===== src/verilog/host_port_pkg.sv =====
// constants for the host-port pin control block
// assumes a single 20 MHz clock and an AXI4-Lite master for software access
//
// Contract
// - ready pin tells the host whether the next transfer can be accepted
// - ready pin serves the host port only while ext_io_mode_select is low
// - ready pin floats whenever output_disable_n is low
// - each subsystem interrupts the host by driving its interrupt pin low
// - host writes one to clear bit; device then releases the interrupt pin
// - host interrupts exist only in multiplexed mode, host_mode_select low
// - both interrupt pins float whenever output_disable_n is low
// - host_port_reset_n resets host port logic and both subsystems
// - host_mode_select low selects multiplexed address/data operation
// - multiplexed host reaches space only via control, address, data registers
// - multiplexed mode supports interrupts host to subsystem and back
// - nonmultiplexed host uses 18-bit address bus and 16-bit data bus
// - nonmultiplexed mode gives no interrupts in either direction
`default_nettype none

package host_port_pkg;
   // register byte offsets
   localparam logic [3:0] OFS_CTRL = 4'h0;
   localparam logic [3:0] OFS_STATUS = 4'h4;
   localparam logic [3:0] OFS_IRQ_STAT = 4'h8;
   localparam logic [3:0] OFS_IRQ_MASK = 4'hC;
   // control register fields
   localparam int CTRL_RAISE_A = 0;
   localparam int CTRL_RAISE_B = 1;
   localparam int CTRL_BUSY = 2;
   // event bits
   localparam int EV_HOST_CLR_A = 0;
   localparam int EV_HOST_CLR_B = 1;
   localparam int EV_HOST_TO_SUB = 2;
   localparam int EV_PORT_RESET = 3;
   localparam int EV_W = 4;
   localparam logic [2:0] CTRL_RESET = 3'h0;
   localparam logic [EV_W-1:0] MASK_RESET = 4'h0;
   localparam int HOST_ADDR_W = 18;
   localparam int HOST_DATA_W = 16;
   localparam logic [1:0] RESP_OKAY = 2'h0;
   localparam logic [1:0] RESP_SLVERR = 2'h2;
endpackage : host_port_pkg

`default_nettype wire


===== src/verilog/host_port_pin_control.sv =====
// host-port pin control: ready, host interrupts, port reset, mode, tristate
// assumes all pins synchronous to MCLK; pads resolve the _OE outputs
// registers: 0x0 control, 0x4 status, 0x8 event status, 0xc event mask
`default_nettype none

module host_port_pin_control (
   input wire logic MCLK,
   input wire logic SYS_RST,
   input wire logic CLK_EN,
   // host-side pins
   input wire logic HOST_PORT_RESET_N,
   input wire logic HOST_MODE_SELECT,
   input wire logic EXT_IO_MODE_SELECT,
   input wire logic OUTPUT_DISABLE_N,
   input wire logic HOST_INT_CLEAR_A,
   input wire logic HOST_INT_CLEAR_B,
   input wire logic HOST_TO_SUB_REQ,
   output logic HOST_READY_OUT,
   output logic HOST_READY_OE,
   output logic HOST_INTERRUPT_OUT,
   output logic HOST_INTERRUPT_OE,
   output logic HOST_INTERRUPT_OUT_SECOND,
   output logic HOST_INTERRUPT_OE_SECOND,
   output logic SUBSYS_RESET,
   output logic IRQ,
   // AXI4-Lite slave
   input wire logic [3:0] S_AXI_AWADDR,
   input wire logic S_AXI_AWVALID,
   output logic S_AXI_AWREADY,
   input wire logic [31:0] S_AXI_WDATA,
   input wire logic [3:0] S_AXI_WSTRB,
   input wire logic S_AXI_WVALID,
   output logic S_AXI_WREADY,
   output logic [1:0] S_AXI_BRESP,
   output logic S_AXI_BVALID,
   input wire logic S_AXI_BREADY,
   input wire logic [3:0] S_AXI_ARADDR,
   input wire logic S_AXI_ARVALID,
   output logic S_AXI_ARREADY,
   output logic [31:0] S_AXI_RDATA,
   output logic [1:0] S_AXI_RRESP,
   output logic S_AXI_RVALID,
   input wire logic S_AXI_RREADY
);

   ////////////////////////////////////////////////////////////////////////////
   // register state
   logic [2:0] ctrl;
   logic [1:0] ctrl_q;
   logic [3:0] irq_stat;
   logic [3:0] irq_mask;
   logic [1:0] pend;

   // write channel holding registers
   logic [3:0] aw_addr;
   logic aw_held;
   logic w_held;
   logic [31:0] w_data;
   logic [3:0] w_strb;

   // read channel
   logic [3:0] ar_addr;

   // decoded pin and bus state
   logic port_rst;
   logic mux_mode;
   logic wr_go;
   logic rd_go;
   logic [3:0] ev;

   ////////////////////////////////////////////////////////////////////////////
   // only the four word addresses answer; anything else gets an error response
   function automatic logic mapped(input logic [3:0] a);
      mapped = (a == host_port_pkg::OFS_CTRL) || (a == host_port_pkg::OFS_STATUS)
         || (a == host_port_pkg::OFS_IRQ_STAT) || (a == host_port_pkg::OFS_IRQ_MASK);
   endfunction : mapped

   // both interrupt pins share one enable decode
   function automatic logic int_oe(input logic drive_ok, input logic mode);
      int_oe = drive_ok && mode;
   endfunction : int_oe

   ////////////////////////////////////////////////////////////////////////////
   // the port reset pin clears port logic together with the subsystems
   assign port_rst = SYS_RST | ~HOST_PORT_RESET_N;

   // the host bus itself lives outside this block; only the mode it runs in
   // matters here, as it gates the interrupt paths both ways
   assign mux_mode = ~HOST_MODE_SELECT;

   assign wr_go = aw_held && w_held && !S_AXI_BVALID;
   assign rd_go = S_AXI_ARVALID && S_AXI_ARREADY;

   ////////////////////////////////////////////////////////////////////////////
   // write path: address and data accepted in either order
   always_ff @(posedge MCLK) begin
      if (SYS_RST) begin
         aw_held <= 1'b0;
         w_held <= 1'b0;
         aw_addr <= 4'h0;
         w_data <= 32'h0000_0000;
         w_strb <= 4'h0;
         S_AXI_AWREADY <= 1'b0;
         S_AXI_WREADY <= 1'b0;
         S_AXI_BVALID <= 1'b0;
         S_AXI_BRESP <= host_port_pkg::RESP_OKAY;
      end else if (CLK_EN) begin
         S_AXI_AWREADY <= !aw_held && !S_AXI_AWREADY && S_AXI_AWVALID;
         S_AXI_WREADY <= !w_held && !S_AXI_WREADY && S_AXI_WVALID;

         if (S_AXI_AWVALID && S_AXI_AWREADY) begin
            aw_held <= 1'b1;
            aw_addr <= S_AXI_AWADDR;
         end
         if (S_AXI_WVALID && S_AXI_WREADY) begin
            w_held <= 1'b1;
            w_data <= S_AXI_WDATA;
            w_strb <= S_AXI_WSTRB;
         end

         // a new response waits until the previous one has been taken
         if (wr_go) begin
            aw_held <= 1'b0;
            w_held <= 1'b0;
            S_AXI_BVALID <= 1'b1;
            S_AXI_BRESP <= mapped(aw_addr) ? host_port_pkg::RESP_OKAY
               : host_port_pkg::RESP_SLVERR;
         end else if (S_AXI_BVALID && S_AXI_BREADY) begin
            S_AXI_BVALID <= 1'b0;
         end
      end
   end

   ////////////////////////////////////////////////////////////////////////////
   // read path
   always_ff @(posedge MCLK) begin
      if (SYS_RST) begin
         S_AXI_ARREADY <= 1'b0;
         S_AXI_RVALID <= 1'b0;
         S_AXI_RDATA <= 32'h0000_0000;
         S_AXI_RRESP <= host_port_pkg::RESP_OKAY;
         ar_addr <= 4'h0;
      end else if (CLK_EN) begin
         S_AXI_ARREADY <= !S_AXI_ARREADY && !S_AXI_RVALID && S_AXI_ARVALID;

         // read data is captured once, so status bits cannot move under the master
         if (rd_go) begin
            ar_addr <= S_AXI_ARADDR;
            S_AXI_RVALID <= 1'b1;
            S_AXI_RRESP <= mapped(S_AXI_ARADDR) ? host_port_pkg::RESP_OKAY
               : host_port_pkg::RESP_SLVERR;
            case (S_AXI_ARADDR)
               host_port_pkg::OFS_CTRL: S_AXI_RDATA <= {29'h0, ctrl};
               host_port_pkg::OFS_STATUS: S_AXI_RDATA <= {26'h0, mux_mode,
                  ~EXT_IO_MODE_SELECT, OUTPUT_DISABLE_N, port_rst, pend};
               host_port_pkg::OFS_IRQ_STAT: S_AXI_RDATA <= {28'h0, irq_stat};
               host_port_pkg::OFS_IRQ_MASK: S_AXI_RDATA <= {28'h0, irq_mask};
               default: S_AXI_RDATA <= 32'h0000_0000;
            endcase
         end else if (S_AXI_RVALID && S_AXI_RREADY) begin
            S_AXI_RVALID <= 1'b0;
         end
      end
   end

   ////////////////////////////////////////////////////////////////////////////
   // control and mask registers
   always_ff @(posedge MCLK) begin
      if (port_rst) begin
         ctrl <= host_port_pkg::CTRL_RESET;
      end else if (CLK_EN && wr_go && w_strb[0] && aw_addr == host_port_pkg::OFS_CTRL) begin
         ctrl <= w_data[2:0];
      end
   end

   always_ff @(posedge MCLK) begin
      if (SYS_RST) begin
         irq_mask <= host_port_pkg::MASK_RESET;
      end else if (CLK_EN && wr_go && w_strb[0]
            && aw_addr == host_port_pkg::OFS_IRQ_MASK) begin
         irq_mask <= w_data[3:0];
      end
   end

   ////////////////////////////////////////////////////////////////////////////
   // pending host interrupts, one per subsystem
   genvar g;
   generate
      for (g = 0; g < 2; g++) begin : gen_pend
         logic raise;
         logic clear;
         assign raise = ctrl[g] && mux_mode;
         assign clear = (g == 0) ? HOST_INT_CLEAR_A : HOST_INT_CLEAR_B;
         always_ff @(posedge MCLK) begin
            if (port_rst) begin
               pend[g] <= 1'b0;
            end else if (CLK_EN) begin
               // a new raise wins over a host clear in the same cycle
               if (!mux_mode) begin
                  pend[g] <= 1'b0;
               end else if (raise && !ctrl_q[g]) begin
                  pend[g] <= 1'b1;
               end else if (clear) begin
                  pend[g] <= 1'b0;
               end
            end
         end
      end
   endgenerate

   // edge detect on the raise bits; leaving mux mode rearms them
   always_ff @(posedge MCLK) begin
      if (port_rst) begin
         ctrl_q <= 2'h0;
      end else if (CLK_EN) begin
         ctrl_q <= ctrl[1:0] & {2{mux_mode}};
      end
   end

   ////////////////////////////////////////////////////////////////////////////
   // sticky events, cleared by reading the event status register
   assign ev[host_port_pkg::EV_HOST_CLR_A] = HOST_INT_CLEAR_A && pend[0];
   assign ev[host_port_pkg::EV_HOST_CLR_B] = HOST_INT_CLEAR_B && pend[1];
   assign ev[host_port_pkg::EV_HOST_TO_SUB] = HOST_TO_SUB_REQ && mux_mode;
   assign ev[host_port_pkg::EV_PORT_RESET] = ~HOST_PORT_RESET_N;

   always_ff @(posedge MCLK) begin
      if (SYS_RST) begin
         irq_stat <= 4'h0;
         IRQ <= 1'b0;
      end else if (CLK_EN) begin
         // set wins over the read clear
         if (rd_go && S_AXI_ARADDR == host_port_pkg::OFS_IRQ_STAT) begin
            irq_stat <= ev;
         end else begin
            irq_stat <= irq_stat | ev;
         end
         IRQ <= |(irq_stat & irq_mask);
      end
   end

   ////////////////////////////////////////////////////////////////////////////
   // ready pin; not ready while in reset or busy
   always_ff @(posedge MCLK) begin
      if (SYS_RST) begin
         HOST_READY_OUT <= 1'b0;
         HOST_READY_OE <= 1'b0;
      end else if (CLK_EN) begin
         HOST_READY_OUT <= !port_rst && !ctrl[host_port_pkg::CTRL_BUSY];
         // the shared pin belongs to the memory interface while ext_io mode is high
         HOST_READY_OE <= OUTPUT_DISABLE_N && !EXT_IO_MODE_SELECT;
      end
   end

   ////////////////////////////////////////////////////////////////////////////
   // interrupt pins, active low; they float when outputs are disabled
   always_ff @(posedge MCLK) begin
      if (SYS_RST) begin
         HOST_INTERRUPT_OUT <= 1'b1;
         HOST_INTERRUPT_OE <= 1'b0;
         HOST_INTERRUPT_OUT_SECOND <= 1'b1;
         HOST_INTERRUPT_OE_SECOND <= 1'b0;
      end else if (CLK_EN) begin
         HOST_INTERRUPT_OUT <= !pend[0];
         HOST_INTERRUPT_OE <= int_oe(OUTPUT_DISABLE_N, mux_mode);
         HOST_INTERRUPT_OUT_SECOND <= !pend[1];
         HOST_INTERRUPT_OE_SECOND <= int_oe(OUTPUT_DISABLE_N, mux_mode);
      end
   end

   ////////////////////////////////////////////////////////////////////////////
   // subsystem reset follows the port reset one cycle later
   always_ff @(posedge MCLK) begin
      if (SYS_RST) begin
         SUBSYS_RESET <= 1'b1;
      end else if (CLK_EN) begin
         SUBSYS_RESET <= port_rst;
      end
   end

endmodule : host_port_pin_control

`default_nettype wire


===== config.mk =====
export PLATFORM = sky130hd
export DESIGN_NAME = host_port_pin_control
export DESIGN_NICKNAME = d
export VERILOG_FILES = /design/src/verilog/host_port_pkg.sv /design/src/verilog/host_port_pin_control.sv
export SDC_FILE = /design/constraint.sdc
export NUM_CORES = 1
export LEC_CHECK = 0
export ABC_AREA = 1
export CAP_MARGIN = 0
export CORE_ASPECT_RATIO = 0.8
export CORE_UTILIZATION = 50
export DETAILED_ROUTE_END_ITERATION = 7
export DONT_BUFFER_PORTS = 1
export SYNTH_ARGS = -nofsm -noshare
export SYNTH_HDL_FRONTEND = slang
export SYNTH_SLANG_ARGS = --single-unit
export TNS_END_PERCENT = 5

===== constraint.sdc =====
create_clock -name MCLK -period 1.35 [get_ports MCLK]
set_input_delay 0.0675 -clock MCLK [delete_from_list [all_inputs] [get_ports MCLK]]
set_output_delay 0.0675 -clock MCLK [all_outputs]
set_load 0.02 [all_outputs]

* Word level (Yosys, flattened, before mapping)
Index checks and enable logic that the tools add are counted.
Storage, ports and cells: bits in registers 74, latch bits 0, RAM bits 0, memory bits (read-only) 0, input port bits 59, output and inout port bits 49, logic and storage cells 124, memories 0
Cells by class: add/sub/neg operators 0, multipliers 0, div/mod/pow operators 0, magnitude comparators 0, equality and inequality tests 6, shift-type cells 0, muxes and demuxes 18, bitwise operators 7, reductions and logical operators 67
Operators by type and width (number):
- $logic_and A1 B1 Y1 | 28
- $pmux W6 S4 | 1
- $reduce_and A2 Y1 | 10
- $eq A4 B4 Y1 const B | 4
- $logic_not A1 Y1 | 14
- $mux W1 | 14
- $eq A4 B3 Y1 const B | 2
- $logic_not A4 Y1 | 2
- $reduce_bool A2 Y1 | 4
- $logic_or A1 B1 Y1 | 6
- $reduce_bool A3 Y1 | 2
- $and A4 B4 Y4 | 1
- $mux W2 | 2
- $mux W4 | 1
- $or A4 B4 Y4 | 1
- $reduce_or A4 Y1 | 1
- $not A1 Y1 | 3
- $and A2 B2 Y2 | 1
- $or A1 B1 Y1 | 1

* Longest topological paths before layout
depth after elaboration 5, gate-level depth with buffers 8, gate-level depth less buffers 8

* Worst setup path after synthesis
No wires, ideal clock.
path kind register to register, start point reg S_AXI_ARREADY, end point reg irq_stat[0], library setup time 132 ps, arrival 971 ps, required time 1218 ps, slack 246 ps, stages on the path, launching flop included 8, buffers on the path 0, clock period less this slack 1104 ps, cell sequence dfxtp_1 -> nand2_1 -> inv_1 -> nand2_4 -> nor2_2 -> nand2_1 -> nand2_1 -> a21oi_1
Between the ends: longest elaborated chain between the ends 3
RTL lines:
- from (decl) | RTL line host_port_pin_control.sv:39 | output logic S_AXI_ARREADY,
- from (signal assigned) | RTL line host_port_pin_control.sv:144 | S_AXI_ARREADY <= !S_AXI_ARREADY && !S_AXI_RVALID && S_AXI_ARVALID;
- $logic_and A1 B1 Y1 | RTL line host_port_pin_control.sv:92 | assign rd_go = S_AXI_ARVALID && S_AXI_ARREADY;
- $logic_and A1 B1 Y1 | RTL line host_port_pin_control.sv:233 | if (rd_go && S_AXI_ARADDR == host_port_pkg::OFS_IRQ_STAT) begin
- $mux W4 | RTL line host_port_pin_control.sv:233
- to (signal assigned) | RTL line host_port_pin_control.sv:234 | irq_stat <= ev;
- to (signal assigned) | RTL line host_port_pin_control.sv:236 | irq_stat <= irq_stat | ev;
- to (decl) | RTL line host_port_pin_control.sv:50 | logic [3:0] irq_stat;
No other way between the ends. A chain may end at the register's enable or synchronous reset.

* Worst setup path after layout
start point in S_AXI_ARADDR[3], end point reg S_AXI_RDATA[5]
Between the ends: longest elaborated chain between the ends 2
RTL lines:
- from (decl) | RTL line host_port_pin_control.sv:37 | input wire logic [3:0] S_AXI_ARADDR,
- $eq A4 B4 Y1, or another cell as far along | RTL line host_port_pin_control.sv:152 | case (S_AXI_ARADDR)
- $pmux W6 S4 * | RTL line host_port_pin_control.sv:152
- to (signal assigned) | RTL line host_port_pin_control.sv:153 | host_port_pkg::OFS_CTRL: S_AXI_RDATA <= {29'h0, ctrl};
- to (signal assigned) | RTL line host_port_pin_control.sv:154 | host_port_pkg::OFS_STATUS: S_AXI_RDATA <= {26'h0, mux_mode,
- to (signal assigned) | RTL line host_port_pin_control.sv:156 | host_port_pkg::OFS_IRQ_STAT: S_AXI_RDATA <= {28'h0, irq_stat};
- to (decl) | RTL line host_port_pin_control.sv:40 | output logic [31:0] S_AXI_RDATA,
Every way passes the cells marked *; elsewhere a longest branch is shown, timed or not.

==> results.cfg <==
[cts]
cts_buffers = 5
clock_path_buffers = 2
cts_setup_buffers = 0
path_clk_slew_ps = 80
cts_max_level = 2
clock_latency_ps = 300
cts-root-buf = clkbuf_8
cts_tree = done
cts.sinks = 46

[timing]
setup_viol = 0
hold_viol = 0
finalSetupTns_ps = 0
final-max-slew-violation-count = 0
fin_skew_ps = 5.67
min_period_over_period_pct = 98.4
grt_setup_unrepaired = yes
period_needed_ps = 1330
timing.fmax_mhz = 753

[setup_path]
arrival_ps = 1560
reg2reg_depth = 5
required_ps = 1590
path_cells = dlygate4sd3_1 -> nor3_2 -> nand2_1 -> dlygate4sd3_1 -> a21oi_1
path_buf_inv = 2
crit_path_start_kind = input port
critPathMaxFanout = 5
crit_path_frequent_cell = dlygate4sd3_1
cp.depth = 5
critPathCaptureType = register
critical-path-max-stage-delay_ps = 560
crit_type = input port to register
slowest_stage = dlygate4sd3_1
cpLargestDelayFamily = buffers and inverters

[grt]
antenna_found_initial = 0
first_global_vias = 1661
grt_pass1_wl_um = 7580
track_usage_pct = 23.0
overflow = 0
grt_max_degree = 16

[worst_hold_path]
hp-class = input port to register
min_path_cells = 2

[finish]
syn2layout_area_growth_pct = 18.0
n_antenna_cell = 0
regArea_um2 = 926
multiInputGateArea_um2 = 956
final_nets = 369
nFillCells = 361
postLayoutCoreUtil_pct = 64.0
drive_above_1_share_pct = 12.2

[floorplanning]
die_area_um2 = 4530
core.rowCount = 20
die_x_um = 75.0
initial_core_util_pct = 54.3
coreArea_um2 = 3930
ios = 108
die_h_um = 60.4

[synth]
synth_largest_area_cell = dfxtp_1
ys_seq_area_share_pct = 43.2
synthCells = 276
post_synth.cell_area_avg_um2 = 7.72
synth_top_area_share_pct = 43.2
ys_types = 27
yosysWarnings = 0
synth_seq_cells = 46
syn_area_um2 = 2130
synth.area.top_cells = dfxtp_1 (43%), buf_4 (11%), a21oi_1 (7.3%), nand2_1 (6.9%), nand3_1 (5.6%)

[placement]
io_buffers = 0
globalplace.congestion = 0.870
dpl.hpwl_um = 3290

[pwr]
p_per_area_nw_per_um2 = 1090
swShare_pct = 25.0
p_seq_share_pct = 52.2
vdd_drop_max_uv = 740
p_leak_nw = 1.07
intPower_mw = 2.06
p_sw_uw = 686
power_frac_comb_pct = 11.2
power_frac_clock_pct = 36.6

[detailed_routing]
via_per_inst = 4.98
vias = 1822
drc_errors = 0
wl_um = 4780
ant_nets = 0
drt-initial-drc-count = 64
drtPass1Iterations = 4
wl_per_cell_um = 13.1

[flow_run]
drv_cap = 0

[status]
run_status = completed
[cell usage in the layout, fill, tap and decap left out, types with 5 or more instances in the layout]
| cell type | count |
|---|---|
| nor2_1 | 22 |
| inv_1 | 20 |
| conb_1 | 28 |
| dlygate4sd3_1 | 29 |
| o21ai_0 | 24 |
| nand2_1 | 39 |
| nand3_1 | 24 |
| dfxtp_1 | 42 |
| a21oi_1 | 31 |
| buf_4 | 8 |
| clkbuf_8 | 5 |
| inv_2 | 6 |
[cell usage after synthesis (all sizes together)]
master / number
a21oi: 31
or2: 1
inv: 26
o31ai: 1
a2bb2oi: 2
conb: 1
dfxtp: 46
a211oi: 2
o211ai: 2
a41oi: 1
nand2: 42
clkbuf: 2
o21ai: 27
a31oi: 2
nor2: 28
nor3: 1
buf: 36
nand4: 1
nand3: 24
[metal layers]
metal	vias to the layer above	wire, µm	global-route usage (%)
met2	76	2030	35.8
met4	0	68	8.89
met3	7	365	5.65
met5	-	0	0
li1	919	-	-
met1	820	2310	31.1
[what timing repair did]
item,CTS,global route
resized for setup,0,9
hold endpoints to repair,33,1
setup endpoints to repair,0,3
hold buffers,28,2
[layout make-up]
class	instances	area share (%)
clock inverters	1	1.19
repair buffers	38	14.4
well taps	55	2.73
flip-flops and latches	46	36.8
clock buffers	7	3.03
inverters	26	3.88
multi-input cells	193	38.0
[final timing paths]
path / from / to / slack (ps)
worst min register to register: aw_addr[1] / aw_addr[1] / 450
worst max-delay path: S_AXI_ARADDR[3] / S_AXI_RDATA[5] / 20
worst min-delay path: CLK_EN / S_AXI_AWREADY / 0.8
worst max register to register: S_AXI_ARREADY / S_AXI_RVALID / 60
[power groups by stage]
stage / logic, mW / clock network, mW / registers, mW
finish: 0.307 / 1.00 / 1.43
global route: 0.341 / 1.08 / 1.44
CTS: 0.295 / 1.02 / 1.43
detailed placement: 0.225 / 0 / 1.46
global placement: 0.222 / 0 / 1.46
floorplan: 0.254 / 0 / 1.47
[per-stage QoR]
stage / instance area, µm² / power, mW / setup WS [ps] / hold WS [ps] / std cells
floorplan: 2230 / 1.72 / 246 / 210 / 303
global placement: 2090 / 1.68 / 203 / 139 / 329
detailed placement: 2090 / 1.69 / 194 / 141 / 329
CTS: 2480 / 2.74 / 11.8 / 0.274 / 365
global route: 2520 / 2.86 / -14.1 / 13.1 / 366
finish: 2520 / 2.74 / 22.0 / 0.757 / 366
[state kept, by name, indices dropped and copies added (netlist names), 2 cells and up]
signal and count:
w_data 4, aw_addr 4, irq_stat 4, ctrl 3, S_AXI_RDATA 6, irq_mask 4, ctrl_q 2, pend 2
[cells by family after synthesis]
logic type | after synthesis | share of synthesized area (%)
buf+inv | 64 | 17.5
flops | 46 | 43.2
simple gates | 97 | 21.9
compound gates | 68 | 17.2
other cells | 1 | 0.176
(Power assumes the default switching activity.)
